--- src/hw/pmrc_defines.vh ---
`ifndef PMRC_DEFINES_VH
`define PMRC_DEFINES_VH
// Register byte offsets
`define PMRC_OFF_PCTRL 12'h000
`define PMRC_OFF_CAUSE 12'h004
`define PMRC_OFF_PINDBC 12'h008
`define PMRC_OFF_BODBC 12'h00C
`define PMRC_OFF_BOCTL 12'h010
`define PMRC_OFF_PLCTL 12'h014
`define PMRC_OFF_PCMDH 12'h018
`define PMRC_OFF_PCMDL 12'h01C
`define PMRC_OFF_CLKSW 12'h020
`define PMRC_OFF_CPUDIV 12'h024
// Power control fields
`define PMRC_PC_IDLE 0
`define PMRC_PC_DEEP 1
`define PMRC_PC_WMASK 8'h0F
// Reset cause bit positions
`define PMRC_RC_POR 7
`define PMRC_RC_PIN 6
`define PMRC_RC_BO 5
`define PMRC_RC_WDT 4
`define PMRC_RC_SW 3
`define PMRC_RC_SPOV 1
`define PMRC_RC_PLV 0
`define PMRC_RC_MASK 8'hFB
// Reset values
`define PMRC_PINDBC_RST 8'hFF
`define PMRC_BODBC_RST 8'h00
`define PMRC_BOCTL_RST 8'h80
`define PMRC_PLCTL_RST 8'h01
`define PMRC_CPUDIV_RST 8'h02
`define PMRC_CPUDIV_SW 8'h08
`define PMRC_FOSC_SW 2'h1
// Control bit positions
`define PMRC_BO_EN 7
`define PMRC_BO_DBEN 6
`define PMRC_BO_VSEL_W 3
`define PMRC_PL_EN 0
`define PMRC_PL_DBEN 1
`define PMRC_CS_FOSC_LO 4
// Software reset key sequence
`define PMRC_KEY_HI 8'h5A
`define PMRC_KEY_LO 8'hA5
// Debounce: value * 8 + 2 cycles
`define PMRC_DBC_SHIFT 3
`define PMRC_DBC_ADD 11'h002
`endif

--- src/hw/pmrc_top.v ---
// Added by the designer: the placing of the registers and register access over APB.
`timescale 1ns/10ps
`include "pmrc_defines.vh"
module pmrc_top #(
  parameter [2:0] BO_VSEL_OPT = 3'h0,
  parameter PIN_RESET_OPT = 1
) (
  input wire clk,
  input wire sys_rst,
  input wire psel,
  input wire penable,
  input wire pwrite,
  input wire [11:0] paddr,
  input wire [31:0] pwdata,
  output reg [31:0] prdata,
  output reg pready,
  output reg pslverr,
  input wire irq_any,
  input wire irq_deep_wake,
  input wire wdt_run_in_deep,
  input wire lpt_run_in_deep,
  input wire reset_pin_n,
  input wire brownout_det,
  input wire port_lowvolt_det,
  input wire watchdog_reset,
  input wire stack_overflow_reset,
  input wire debug_entry_req,
  output reg cpu_clk_en,
  output reg periph_clk_en,
  output reg wdt_clk_en,
  output reg lpt_clk_en,
  output reg fast_osc_run,
  output reg core_reset,
  output reg ram_invalid,
  output reg pin_is_gpio,
  output reg debug_entry_ok,
  output reg [2:0] bo_threshold
);
  reg [7:0] power_control_reg;
  reg [7:0] reset_cause_reg;
  reg [7:0] pin_reset_debounce;
  reg [7:0] brownout_debounce;
  reg [7:0] bo_ctl_r;
  reg [7:0] pl_ctl_r;
  reg [7:0] prog_command_high;
  reg [7:0] prog_command_low;
  reg [7:0] clock_switch_reg;
  reg [7:0] cpu_clock_divider;
  reg [1:0] por_sync_r;
  reg soft_req_r;
  reg [1:0] soft_hold_r;
  reg irq_s1_r, irq_s2_r, dw_s1_r, dw_s2_r;
  reg pin_s1_r, pin_s2_r, bo_s1_r, bo_s2_r;
  reg pl_s1_r, pl_s2_r, wd_s1_r, wd_s2_r, sp_s1_r, sp_s2_r;
  wire pin_q, bo_q, pl_q;
  wire deep_now, light_now, pin_active, any_src;
  wire [7:0] new_causes;
  wire wr_acc, rd_acc;
  reg [31:0] rdata_nxt;
  reg addr_ok;

  // Two-flop synchronisers for all outside requests except debug_entry_req
  always @(posedge clk or posedge sys_rst) begin
    if (sys_rst) begin
      irq_s1_r <= 1'b0;
      irq_s2_r <= 1'b0;
      dw_s1_r <= 1'b0;
      dw_s2_r <= 1'b0;
      pin_s1_r <= 1'b0;
      pin_s2_r <= 1'b0;
      bo_s1_r <= 1'b0;
      bo_s2_r <= 1'b0;
      pl_s1_r <= 1'b0;
      pl_s2_r <= 1'b0;
      wd_s1_r <= 1'b0;
      wd_s2_r <= 1'b0;
      sp_s1_r <= 1'b0;
      sp_s2_r <= 1'b0;
    end else begin
      irq_s1_r <= irq_any;
      irq_s2_r <= irq_s1_r;
      dw_s1_r <= irq_deep_wake;
      dw_s2_r <= dw_s1_r;
      pin_s1_r <= ~reset_pin_n & (PIN_RESET_OPT != 0);
      pin_s2_r <= pin_s1_r;
      bo_s1_r <= brownout_det & bo_ctl_r[`PMRC_BO_EN];
      bo_s2_r <= bo_s1_r;
      pl_s1_r <= port_lowvolt_det & pl_ctl_r[`PMRC_PL_EN];
      pl_s2_r <= pl_s1_r;
      wd_s1_r <= watchdog_reset;
      wd_s2_r <= wd_s1_r;
      sp_s1_r <= stack_overflow_reset;
      sp_s2_r <= sp_s1_r;
    end
  end

  assign deep_now = power_control_reg[`PMRC_PC_DEEP];
  assign light_now = power_control_reg[`PMRC_PC_IDLE] & ~deep_now;

  // Debouncers, bypassed while in deep sleep
  pmrc_debounce #(.CW(11)) u_pin_dbc (
    .clk(clk),
    .sys_rst(sys_rst),
    .level_in(pin_s2_r),
    .enable(~deep_now),
    .setting(pin_reset_debounce),
    .qualified(pin_q)
  );
  pmrc_debounce #(.CW(11)) u_bo_dbc (
    .clk(clk),
    .sys_rst(sys_rst),
    .level_in(bo_s2_r),
    .enable(bo_ctl_r[`PMRC_BO_DBEN] & ~deep_now),
    .setting(brownout_debounce),
    .qualified(bo_q)
  );
  pmrc_debounce #(.CW(11)) u_pl_dbc (
    .clk(clk),
    .sys_rst(sys_rst),
    .level_in(pl_s2_r),
    .enable(pl_ctl_r[`PMRC_PL_DBEN] & ~deep_now),
    .setting(brownout_debounce),
    .qualified(pl_q)
  );

  // Raw pin level gates debug entry, no debounce wait
  assign pin_active = pin_s2_r;
  assign any_src = pin_q | bo_q | pl_q | wd_s2_r | sp_s2_r | soft_req_r;
  assign new_causes = {1'b0, pin_q, bo_q, wd_s2_r, soft_req_r, 1'b0,
    sp_s2_r, pl_q};

  // APB: zero wait states, error on unmapped address
  assign wr_acc = psel & penable & pwrite & addr_ok;
  assign rd_acc = psel & ~pwrite;

  always @* begin
    addr_ok = 1'b1;
    rdata_nxt = 32'h00000000;
    if (paddr == `PMRC_OFF_PCTRL) begin
      rdata_nxt[7:0] = power_control_reg;
    end else if (paddr == `PMRC_OFF_CAUSE) begin
      rdata_nxt[7:0] = reset_cause_reg;
    end else if (paddr == `PMRC_OFF_PINDBC) begin
      rdata_nxt[7:0] = pin_reset_debounce;
    end else if (paddr == `PMRC_OFF_BODBC) begin
      rdata_nxt[7:0] = brownout_debounce;
    end else if (paddr == `PMRC_OFF_BOCTL) begin
      rdata_nxt[7:0] = bo_ctl_r;
    end else if (paddr == `PMRC_OFF_PLCTL) begin
      rdata_nxt[7:0] = pl_ctl_r;
    end else if (paddr == `PMRC_OFF_PCMDH) begin
      rdata_nxt[7:0] = prog_command_high;
    end else if (paddr == `PMRC_OFF_PCMDL) begin
      rdata_nxt[7:0] = prog_command_low;
    end else if (paddr == `PMRC_OFF_CLKSW) begin
      rdata_nxt[7:0] = clock_switch_reg;
    end else if (paddr == `PMRC_OFF_CPUDIV) begin
      rdata_nxt[7:0] = cpu_clock_divider;
    end else begin
      addr_ok = 1'b0;
    end
  end

  always @(posedge clk or posedge sys_rst) begin
    if (sys_rst) begin
      prdata <= 32'h00000000;
      pready <= 1'b0;
      pslverr <= 1'b0;
    end else begin
      pready <= psel & ~penable;
      pslverr <= psel & ~penable & ~addr_ok;
      prdata <= (psel & ~penable & rd_acc) ? rdata_nxt : 32'h00000000;
    end
  end

  // Power-on marker: first clocked edges after release
  always @(posedge clk or posedge sys_rst) begin
    if (sys_rst) begin
      por_sync_r <= 2'b00;
    end else begin
      por_sync_r <= {por_sync_r[0], 1'b1};
    end
  end

  // Registers and power-mode sequencing
  always @(posedge clk or posedge sys_rst) begin
    if (sys_rst) begin
      power_control_reg <= 8'h00;
      reset_cause_reg <= 8'h80;
      pin_reset_debounce <= `PMRC_PINDBC_RST;
      brownout_debounce <= `PMRC_BODBC_RST;
      bo_ctl_r <= `PMRC_BOCTL_RST;
      pl_ctl_r <= `PMRC_PLCTL_RST;
      prog_command_high <= 8'h00;
      prog_command_low <= 8'h00;
      clock_switch_reg <= 8'h00;
      cpu_clock_divider <= `PMRC_CPUDIV_RST;
      soft_req_r <= 1'b0;
      soft_hold_r <= 2'b00;
      bo_threshold <= 3'h0;
    end else begin
      if (por_sync_r == 2'b01) begin
        bo_threshold <= BO_VSEL_OPT;
        bo_ctl_r[`PMRC_BO_VSEL_W-1:0] <= BO_VSEL_OPT;
      end
      if (wr_acc) begin
        if (paddr == `PMRC_OFF_PCTRL) begin
          power_control_reg <= pwdata[7:0] & `PMRC_PC_WMASK;
        end else if (paddr == `PMRC_OFF_CAUSE) begin
          reset_cause_reg <= pwdata[7:0] & `PMRC_RC_MASK;
        end else if (paddr == `PMRC_OFF_PINDBC) begin
          pin_reset_debounce <= pwdata[7:0];
        end else if (paddr == `PMRC_OFF_BODBC) begin
          brownout_debounce <= pwdata[7:0];
        end else if (paddr == `PMRC_OFF_BOCTL) begin
          bo_ctl_r <= pwdata[7:0] & 8'hC7;
          bo_threshold <= pwdata[`PMRC_BO_VSEL_W-1:0];
        end else if (paddr == `PMRC_OFF_PLCTL) begin
          pl_ctl_r <= pwdata[7:0] & 8'h03;
        end else if (paddr == `PMRC_OFF_PCMDH) begin
          prog_command_high <= pwdata[7:0];
        end else if (paddr == `PMRC_OFF_PCMDL) begin
          prog_command_low <= pwdata[7:0];
          if (prog_command_high == `PMRC_KEY_HI &&
              pwdata[7:0] == `PMRC_KEY_LO) begin
            soft_req_r <= 1'b1;
          end
        end else if (paddr == `PMRC_OFF_CLKSW) begin
          clock_switch_reg <= pwdata[7:0];
        end else if (paddr == `PMRC_OFF_CPUDIV) begin
          cpu_clock_divider <= pwdata[7:0];
        end
      end
      // Software reset pulse held three cycles
      if (soft_req_r) begin
        soft_hold_r <= {soft_hold_r[0], 1'b1};
        if (soft_hold_r[1]) begin
          soft_req_r <= 1'b0;
          soft_hold_r <= 2'b00;
        end
        prog_command_high <= 8'h00;
        prog_command_low <= 8'h00;
        clock_switch_reg[`PMRC_CS_FOSC_LO+1:`PMRC_CS_FOSC_LO] <=
          `PMRC_FOSC_SW;
        cpu_clock_divider <= `PMRC_CPUDIV_SW;
      end
      // Wake-up clears request bits (both when deep)
      if (deep_now && (dw_s2_r || any_src)) begin
        power_control_reg[1:0] <= 2'b00;
      end else if (light_now && (irq_s2_r || any_src)) begin
        power_control_reg[`PMRC_PC_IDLE] <= 1'b0;
      end
      // Reset causes: set wins over a software clear
      reset_cause_reg <= (wr_acc && paddr == `PMRC_OFF_CAUSE ?
        pwdata[7:0] & `PMRC_RC_MASK : reset_cause_reg) | new_causes;
    end
  end

  // Clock gates and core reset
  always @(posedge clk or posedge sys_rst) begin
    if (sys_rst) begin
      cpu_clk_en <= 1'b0;
      periph_clk_en <= 1'b0;
      wdt_clk_en <= 1'b0;
      lpt_clk_en <= 1'b0;
      fast_osc_run <= 1'b1;
      core_reset <= 1'b1;
      ram_invalid <= 1'b1;
      pin_is_gpio <= 1'b0;
      debug_entry_ok <= 1'b0;
    end else begin
      cpu_clk_en <= ~deep_now & ~light_now;
      periph_clk_en <= ~deep_now;
      wdt_clk_en <= ~deep_now | wdt_run_in_deep;
      lpt_clk_en <= ~deep_now | lpt_run_in_deep;
      fast_osc_run <= ~deep_now;
      core_reset <= any_src | ~por_sync_r[1];
      if (por_sync_r[1]) begin
        ram_invalid <= 1'b0;
      end
      pin_is_gpio <= (PIN_RESET_OPT == 0);
      debug_entry_ok <= debug_entry_req & ~pin_active;
    end
  end
endmodule

--- src/hw/pmrc_debounce.v ---
`timescale 1ns/10ps
`include "pmrc_defines.vh"
module pmrc_debounce #(
  parameter CW = 11
) (
  input wire clk,
  input wire sys_rst,
  input wire level_in,
  input wire enable,
  input wire [7:0] setting,
  output reg qualified
);
  reg [CW-1:0] cnt_r;
  wire [CW-1:0] limit;
  assign limit = {{(CW-11){1'b0}}, {setting, 3'b000} + `PMRC_DBC_ADD};
  always @(posedge clk or posedge sys_rst) begin
    if (sys_rst) begin
      cnt_r <= {CW{1'b0}};
      qualified <= 1'b0;
    end else if (!level_in) begin
      cnt_r <= {CW{1'b0}};
      qualified <= 1'b0;
    end else if (!enable) begin
      qualified <= 1'b1;
    end else if (cnt_r >= limit) begin
      qualified <= 1'b1;
    end else begin
      cnt_r <= cnt_r + {{(CW-1){1'b0}}, 1'b1};
    end
  end
endmodule

--- config.mk ---
export PLATFORM = sky130hd
export DESIGN_NAME = pmrc_top
export DESIGN_NICKNAME = d
export VERILOG_FILES = /design/src/hw/pmrc_top.v /design/src/hw/pmrc_debounce.v
export VERILOG_INCLUDE_DIRS = /design/src /design/src/hw
export SDC_FILE = /design/constraint.sdc
export NUM_CORES = 1
export LEC_CHECK = 0
export BUFFER_PORTS_ARGS = -buffer_cell sky130_fd_sc_hd__buf_2
export CORE_MARGIN = 1
export CORE_UTILIZATION = 55
export CTS_CLUSTER_DIAMETER = 80
export CTS_CLUSTER_SIZE = 24
export DETAILED_ROUTE_END_ITERATION = 8
export PLACE_DENSITY_LB_ADDON = 0.05
export SLEW_MARGIN = 30
export SYNTH_ARGS = -nofsm -noshare
export SYNTH_HDL_FRONTEND = slang
export SYNTH_SLANG_ARGS = --single-unit
--- constraint.sdc ---
create_clock -name clk -period 7.09 [get_ports clk]
set_input_delay 2.127 -clock clk [delete_from_list [all_inputs] [get_ports clk]]
set_output_delay 2.127 -clock clk [all_outputs]
set_load 0.02 [all_outputs]
# After elaboration in Yosys (flattened, before gate mapping)
# Index checks and enable logic that the tools add are counted.
dict set report word_totals {
  register_bits 143
  in_bits 59
  out_inout_bits 46
  wordCells 271
}
dict set report classes {
  n_addsub 5
  order_cmp 3
  eq_ne 30
  n_mux 114
  n_bitwise 39
  n_reduce_logical 31
}
# op n
set op_table {}
lappend op_table {{2-to-1 mux 8 bit} 43}
lappend op_table {{2-to-1 mux 11 bit} 9}
lappend op_table {{2-to-1 mux 6 bit} 10}
lappend op_table {{equality test 12 x 5 -> 1 bit (second input constant)} 4}
lappend op_table {{2-to-1 mux 3 bit} 14}
lappend op_table {{2-to-1 mux 1 bit} 34}
lappend op_table {{adder 11 x 1 -> 11 bit (second input constant)} 3}
lappend op_table {{>= comparator 11 bit} 3}
lappend op_table {{inequality test 2 bit (second input constant)} 13}
lappend op_table {{equality test 12 x 4 -> 1 bit (second input constant)} 2}
lappend op_table {{equality test 12 x 6 -> 1 bit (second input constant)} 2}
lappend op_table {{adder 11 x 2 -> 11 bit (second input constant)} 2}
lappend op_table {{AND reduction 10 bit} 2}
lappend op_table {{inverter 1 bit} 16}
lappend op_table {{AND 1 bit} 14}
lappend op_table {{nonzero test 2 bit} 7}
lappend op_table {{equality test 12 x 3 -> 1 bit (second input constant)} 1}
lappend op_table {{logical NOT 12 bit} 1}
lappend op_table {{AND reduction 2 bit} 6}
lappend op_table {{AND reduction 11 bit} 1}
lappend op_table {{AND reduction 9 bit} 1}
lappend op_table {{equality test 8 x 7 -> 1 bit (second input constant)} 1}
lappend op_table {{equality test 8 bit (second input constant)} 1}
lappend op_table {{2-to-1 mux 2 bit} 4}
lappend op_table {{other kinds (14)} 28}

# Depth between registers and ports, before layout
dict set report logic_depth {
  depth_word 15
  mapped_depth 8
  depth_no_buf 7
}

# By module
# A second synthesis with hierarchy kept.
dict set report hier_totals {
  hier_cells 769
  hier_area_um2 7821.3
}
# mod instances cells_each area_per_inst_um2 seq_area_each_um2
set modules_own_cells {}
lappend modules_own_cells {pmrc_top 1 467 5101.1 2671.3}
lappend modules_own_cells {{pmrc_debounce (u_bo_dbc ...)} 2 101 899.6 300.3}
lappend modules_own_cells {{pmrc_debounce (u_pl_dbc)} 1 100 920.9 300.3}

# Least setup slack after synthesis
# OpenSTA, ideal clock, no wires.
dict set report synth_timing {
  path_type {input -> register}
  start {input port paddr[11]}
  end {register prog_command_high[4]}
  setup_ns 0.132
  arrival_ns 3.915
  required_time_ns 6.958
  slack_ns 3.043
  path_stages 5
  n_path_buf 0
  path_cell_list {or4_4 -> or4_4 -> nor4_4 -> mux2i_1 -> nor2_1}
}
dict set report synth_between {
  elab_chain_len 14
  word_cells_on_any_way 30
  classes_between {eq/ne (15); mux (10); bitwise (1); reduce/logical (4)}
}
# element line_no
set synth_lines {}
lappend synth_lines {{start, declared} pmrc_top.v:13} ;# input wire [11:0] paddr,
lappend synth_lines {{equality test 12 x 6 -> 1 bit (no line)} n/a}
lappend synth_lines {{2-to-1 mux 1 bit} pmrc_top.v:157} ;# end else if (paddr == `PMRC_OFF_CPUDIV) begin
lappend synth_lines {{2-to-1 mux 1 bit} pmrc_top.v:155} ;# end else if (paddr == `PMRC_OFF_CLKSW) begin
lappend synth_lines {{2-to-1 mux 1 bit} pmrc_top.v:153} ;# end else if (paddr == `PMRC_OFF_PCMDL) begin
lappend synth_lines {{2-to-1 mux 1 bit} pmrc_top.v:151} ;# end else if (paddr == `PMRC_OFF_PCMDH) begin
lappend synth_lines {{2-to-1 mux 1 bit} pmrc_top.v:149} ;# end else if (paddr == `PMRC_OFF_PLCTL) begin
lappend synth_lines {{2-to-1 mux 1 bit} pmrc_top.v:147} ;# end else if (paddr == `PMRC_OFF_BOCTL) begin
lappend synth_lines {{2-to-1 mux 1 bit} pmrc_top.v:145} ;# end else if (paddr == `PMRC_OFF_BODBC) begin
lappend synth_lines {{2-to-1 mux 1 bit} pmrc_top.v:143} ;# end else if (paddr == `PMRC_OFF_PINDBC) begin
lappend synth_lines {{2-to-1 mux 1 bit} pmrc_top.v:141} ;# end else if (paddr == `PMRC_OFF_CAUSE) begin
lappend synth_lines {{2-to-1 mux 1 bit} pmrc_top.v:139} ;# if (paddr == `PMRC_OFF_PCTRL) begin
lappend synth_lines {{AND 1 bit} pmrc_top.v:133} ;# assign wr_acc = psel & penable & pwrite & addr_ok;
lappend synth_lines {{nonzero test 2 bit (no line)} n/a}
lappend synth_lines {{AND reduction 8 bit (no line) *} n/a}
lappend synth_lines {{end signal, assigned} pmrc_top.v:221} ;# prog_command_high <= pwdata[7:0];
lappend synth_lines {{end, declared} pmrc_top.v:45} ;# reg [7:0] prog_command_high;
# Mark *: on every way between the ends. The rest lies on a longest branch, timed or not.
# A chain may end at the register's enable or synchronous reset.

# Final worst setup path
dict set report layout_timing {
  start {input port paddr[2]}
  end {register clock_switch_reg[2]}
}
dict set report layout_between {
  elab_chain_len 13
  word_cells_on_any_way 30
  classes_between {eq/ne (9); mux (10); bitwise (9); reduce/logical (2)}
}
# element line_no
set layout_lines {}
lappend layout_lines {{equality test 12 x 6 -> 1 bit (no line)} n/a}
lappend layout_lines {{2-to-1 mux 1 bit} pmrc_top.v:157}
lappend layout_lines {{2-to-1 mux 1 bit} pmrc_top.v:155}
lappend layout_lines {{2-to-1 mux 1 bit} pmrc_top.v:153}
lappend layout_lines {{2-to-1 mux 1 bit} pmrc_top.v:151}
lappend layout_lines {{2-to-1 mux 1 bit} pmrc_top.v:149}
lappend layout_lines {{2-to-1 mux 1 bit} pmrc_top.v:147}
lappend layout_lines {{2-to-1 mux 1 bit} pmrc_top.v:145}
lappend layout_lines {{2-to-1 mux 1 bit} pmrc_top.v:143}
lappend layout_lines {{2-to-1 mux 1 bit} pmrc_top.v:141}
lappend layout_lines {{2-to-1 mux 1 bit} pmrc_top.v:139}
lappend layout_lines {{AND 1 bit} pmrc_top.v:133}
lappend layout_lines {{AND reduction 10 bit (no line) *} n/a}
lappend layout_lines {{end signal, assigned} pmrc_top.v:229} ;# clock_switch_reg <= pwdata[7:0];
lappend layout_lines {{end signal, assigned by index} pmrc_top.v:243} ;# clock_switch_reg[`PMRC_CS_FOSC_LO+1:`PMRC_CS_FOSC_LO] <=
lappend layout_lines {{end, declared} pmrc_top.v:47} ;# reg [7:0] clock_switch_reg;
# Marks and branches as above.

==> impl_metrics.py <==
metrics = {
    "clocking": {
        "cts_setup_buffers": 0,
        "insertion_delay_ns": 0.43,
        "htreeDepth": 4,
        "clk_path_buf_depth": 2,
        "cts.sinks": 142,
        "cts-resized-gates": 0,
        "clk_pin_slew_ns": 0.06,
        "cts_tree": "yes",
        "cts_root_buf": "clkbuf_16",
        "cts_hold_buf": 0,
        "cts_buffers": 17,
    },
    "place": {
        "dp.cells": 941,
        "detailed_place_hpwl_um": 12900,
        "routabilityCongestion": 0.882,
        "place.port_buffers": 55,
    },
    "worst_setup_path": {
        "start_kind": "input pin",
        "required_ns": 7.40,
        "timing.reg2reg.setup_slack_ns": 4.55,
        "crit_start": "paddr[2]",
        "crit_arrival_ns": 4.71,
        "critPathKind": "input pin to flip-flop",
        "reg2regPathDepth": 7,
        "r2r-end": "u_pin_dbc.cnt_r[3]",
        "cp-end-kind": "flip-flop",
        "r2r-start": "pin_reset_debounce[5]",
        "worstPathMaxFanout": 36,
    },
    "floorplan": {
        "dieArea_mm2": 0.0140,
        "fp.coreArea_mm2": 0.0132,
        "ios": 105,
        "rows": 42,
        "die_height_um": 118,
        "start_util_pct": 56.3,
        "die-width_um": 118,
    },
    "synthesis": {
        "syn_avg_cell_area_um2": 10.2,
        "yosysWarnings": 0,
        "synthCells": 730,
        "async_flop_share_pct": 100,
        "syn_area_mm2": 0.00745,
        "synth-edff-count": 0,
        "seq_area_frac_synth_pct": 47.9,
        "ys_ff_latch": 142,
        "synth_flop_cell": "dfrtp_1",
        "synth.distinct_cells": 66,
    },
    "power": {
        "p_per_area_mw_per_mm2": 222,
        "p_leak_nw": 3.77,
        "vdd_drop_max_mv": 0.180,
    },
    "finish": {
        "multi_input_area_mm2": 0.00355,
        "antenna_cells": 0,
        "fin_nets": 873,
        "stdcell_count": 973,
        "num-fill-cells": 1109,
        "reg_top3": "u_bo_dbc.cnt_r x11, u_pin_dbc.cnt_r x11, u_pl_dbc.cnt_r x11",
        "seqCellArea_mm2": 0.00357,
        "syn2layout_area_growth_pct": 13.4,
        "drive_gt1_share_pct": 18.6,
    },
    "outcome": {
        "status": "finished, final reports clean",
    },
    "grt": {
        "grt_usage_pct": 28.1,
        "grt_pass1_vias": 5578,
        "grt_start_max_net_pins": 89,
        "overflow": 0,
        "antenna_found_initial": 0,
        "grt_pass1_wl_um": 29900,
    },
    "detailed_routing": {
        "via_count": 5784,
        "vias_per_cell": 5.94,
        "routed_wl_um": 18500,
        "wl_per_cell_um": 19.1,
        "drt_iter0_drc": 362,
        "drtPass1Iterations": 5,
        "drt_drc_violations_left": 0,
        "ant_nets": 0,
    },
    "flow_run": {
        "cap_violations": 0,
    },
    "timing": {
        "period_share_pct": 62.0,
        "fin_skew_ns": 0.00665,
        "setup_viol": 0,
        "finalHoldViolCount": 0,
        "tightest_slew_ns": 0.885,
        "fin_crit_ns": 4.40,
        "rsz0062_at_grt": "no",
        "max_slew_margin_pct": 40.9,
        "maxSlewViolCount": 0,
        "fmax_mhz": 227,
        "setup_tns_ns": 0,
    },
    "min_path": {
        "min_to": "sp_s2_r",
        "hold_class": "flip-flop to flip-flop",
        "hold_path_depth": 0,
        "min_from": "sp_s1_r",
    },
}
logic make-up after synthesis:
group,after synthesis,synth area share [%]
compound gates,141,12.6
xor+xnor,11,1.29
fa+ha+maj,30,5.04
buf+inv,90,5.86
flops,142,47.9
mux,67,9.48
other cells,2,0.101
simple gates,247,17.8
layout make-up:
class,instances,area share (%)
multi-input combinational,522,42.0
sequential,142,42.3
tap,176,2.61
inverter,41,1.88
timing repair buffer,60,3.70
clock inverter,12,2.18
clock buffer,20,5.40
worst max path at each step:
stage                               end  slack (ns)  cells after the start
finish              clock_switch_reg[2]        2.69                      5
global route        clock_switch_reg[2]        2.69                      5
CTS                 clock_switch_reg[2]        2.82                      5
detailed placement  clock_switch_reg[2]        2.37                      5
global placement    clock_switch_reg[7]        2.31                      5
floorplan                   bo_ctl_r[0]        1.18                      1
cells in the mapped netlist (4+ instances only):
master | n | area (um^2)
clkbuf_1 | 19 | 71.3
a211oi_1 | 10 | 75.1
nand4_1 | 11 | 68.8
mux2_2 | 26 | 293
xor2_1 | 4 | 35.0
nand2_1 | 58 | 218
nor3_1 | 9 | 45.0
a21oi_1 | 37 | 185
nand3_1 | 23 | 115
a2111oi_0 | 7 | 61.3
nor2_1 | 61 | 229
a22o_1 | 6 | 52.6
xnor2_1 | 7 | 61.3
dfstp_2 | 15 | 394
and4_1 | 4 | 35.0
nand2b_1 | 14 | 87.6
and3_1 | 7 | 43.8
nor4_1 | 6 | 37.5
dfrtp_1 | 127 | 3180
buf_4 | 25 | 188
buf_2 | 4 | 20.0
or3_1 | 8 | 50.1
inv_1 | 40 | 150
mux2i_1 | 38 | 380
a211o_1 | 6 | 52.6
o21ai_0 | 33 | 165
nor2b_1 | 15 | 93.8
ha_1 | 30 | 375
and2_1 | 10 | 62.6
o22ai_1 | 4 | 25.0
routing by layer:
layer | vias to the layer above | global-route usage, % | routed length (um)
met1 | 2872 | 38.3 | 8400
li1 | 2665 | - | -
met4 | 0 | 10.3 | 489
met3 | 47 | 5.69 | 962
met5 | - | 0 | 0
met2 | 200 | 44.4 | 8700
power breakdown:
part | internal [mW] | switching, mW
Sequential | 0.817 | 0.00538
Clock | 0.610 | 0.350
Combinational | 0.0224 | 0.0712
Total | 1.45 | 0.427
stage by stage:
step | utilization, % | setup slack, ns | instance area (um^2) | hold slack, ns | total power, mW
2_1_floorplan | - | 1.18 | 7540 | 0.331 | 0.906
3_3_place_gp | 58.9 | 2.31 | 7810 | 0.331 | 0.928
3_5_place_dp | 58.9 | 2.37 | 7810 | 0.337 | 0.930
4_1_cts | 63.8 | 2.82 | 8450 | 0.350 | 1.89
5_1_grt | 63.8 | 2.69 | 8450 | 0.356 | 1.93
6_report | 63.8 | 2.69 | 8450 | 0.347 | 1.88
layout by cell type, fill, tap and decap left out, types with 4 or more instances in the layout:
| cell type | n |
|---|---|
| a211oi_1 | 10 |
| bufinv_16 | 4 |
| nor2b_1 | 15 |
| mux2i_1 | 38 |
| and4_1 | 4 |
| and2_1 | 10 |
| buf_2 | 55 |
| and3_1 | 7 |
| ha_1 | 30 |
| a21oi_1 | 37 |
| nand2_1 | 58 |
| a2111oi_0 | 7 |
| buf_4 | 5 |
| or3_1 | 8 |
| a211o_1 | 6 |
| o21ai_0 | 33 |
| xor2_1 | 4 |
| conb_1 | 26 |
| nand4_1 | 11 |
| nor3_1 | 8 |
| nand3_1 | 23 |
| a22o_1 | 6 |
| xnor2_1 | 7 |
| o22ai_1 | 4 |
| dfstp_2 | 15 |
| dfrtp_1 | 127 |
| nor2_1 | 61 |
| mux2_2 | 26 |
| nand2b_1 | 14 |
| clkbuf_16 | 17 |
| nor4_1 | 5 |
| inv_1 | 39 |
critical path: stages:
cell     delay (ns)
buf_2          0.37
nor2_1         0.68
and4_1         0.36
nor2b_1        0.73
mux2_2         0.42
No activity file was read; power rests on OpenSTA's default activity.
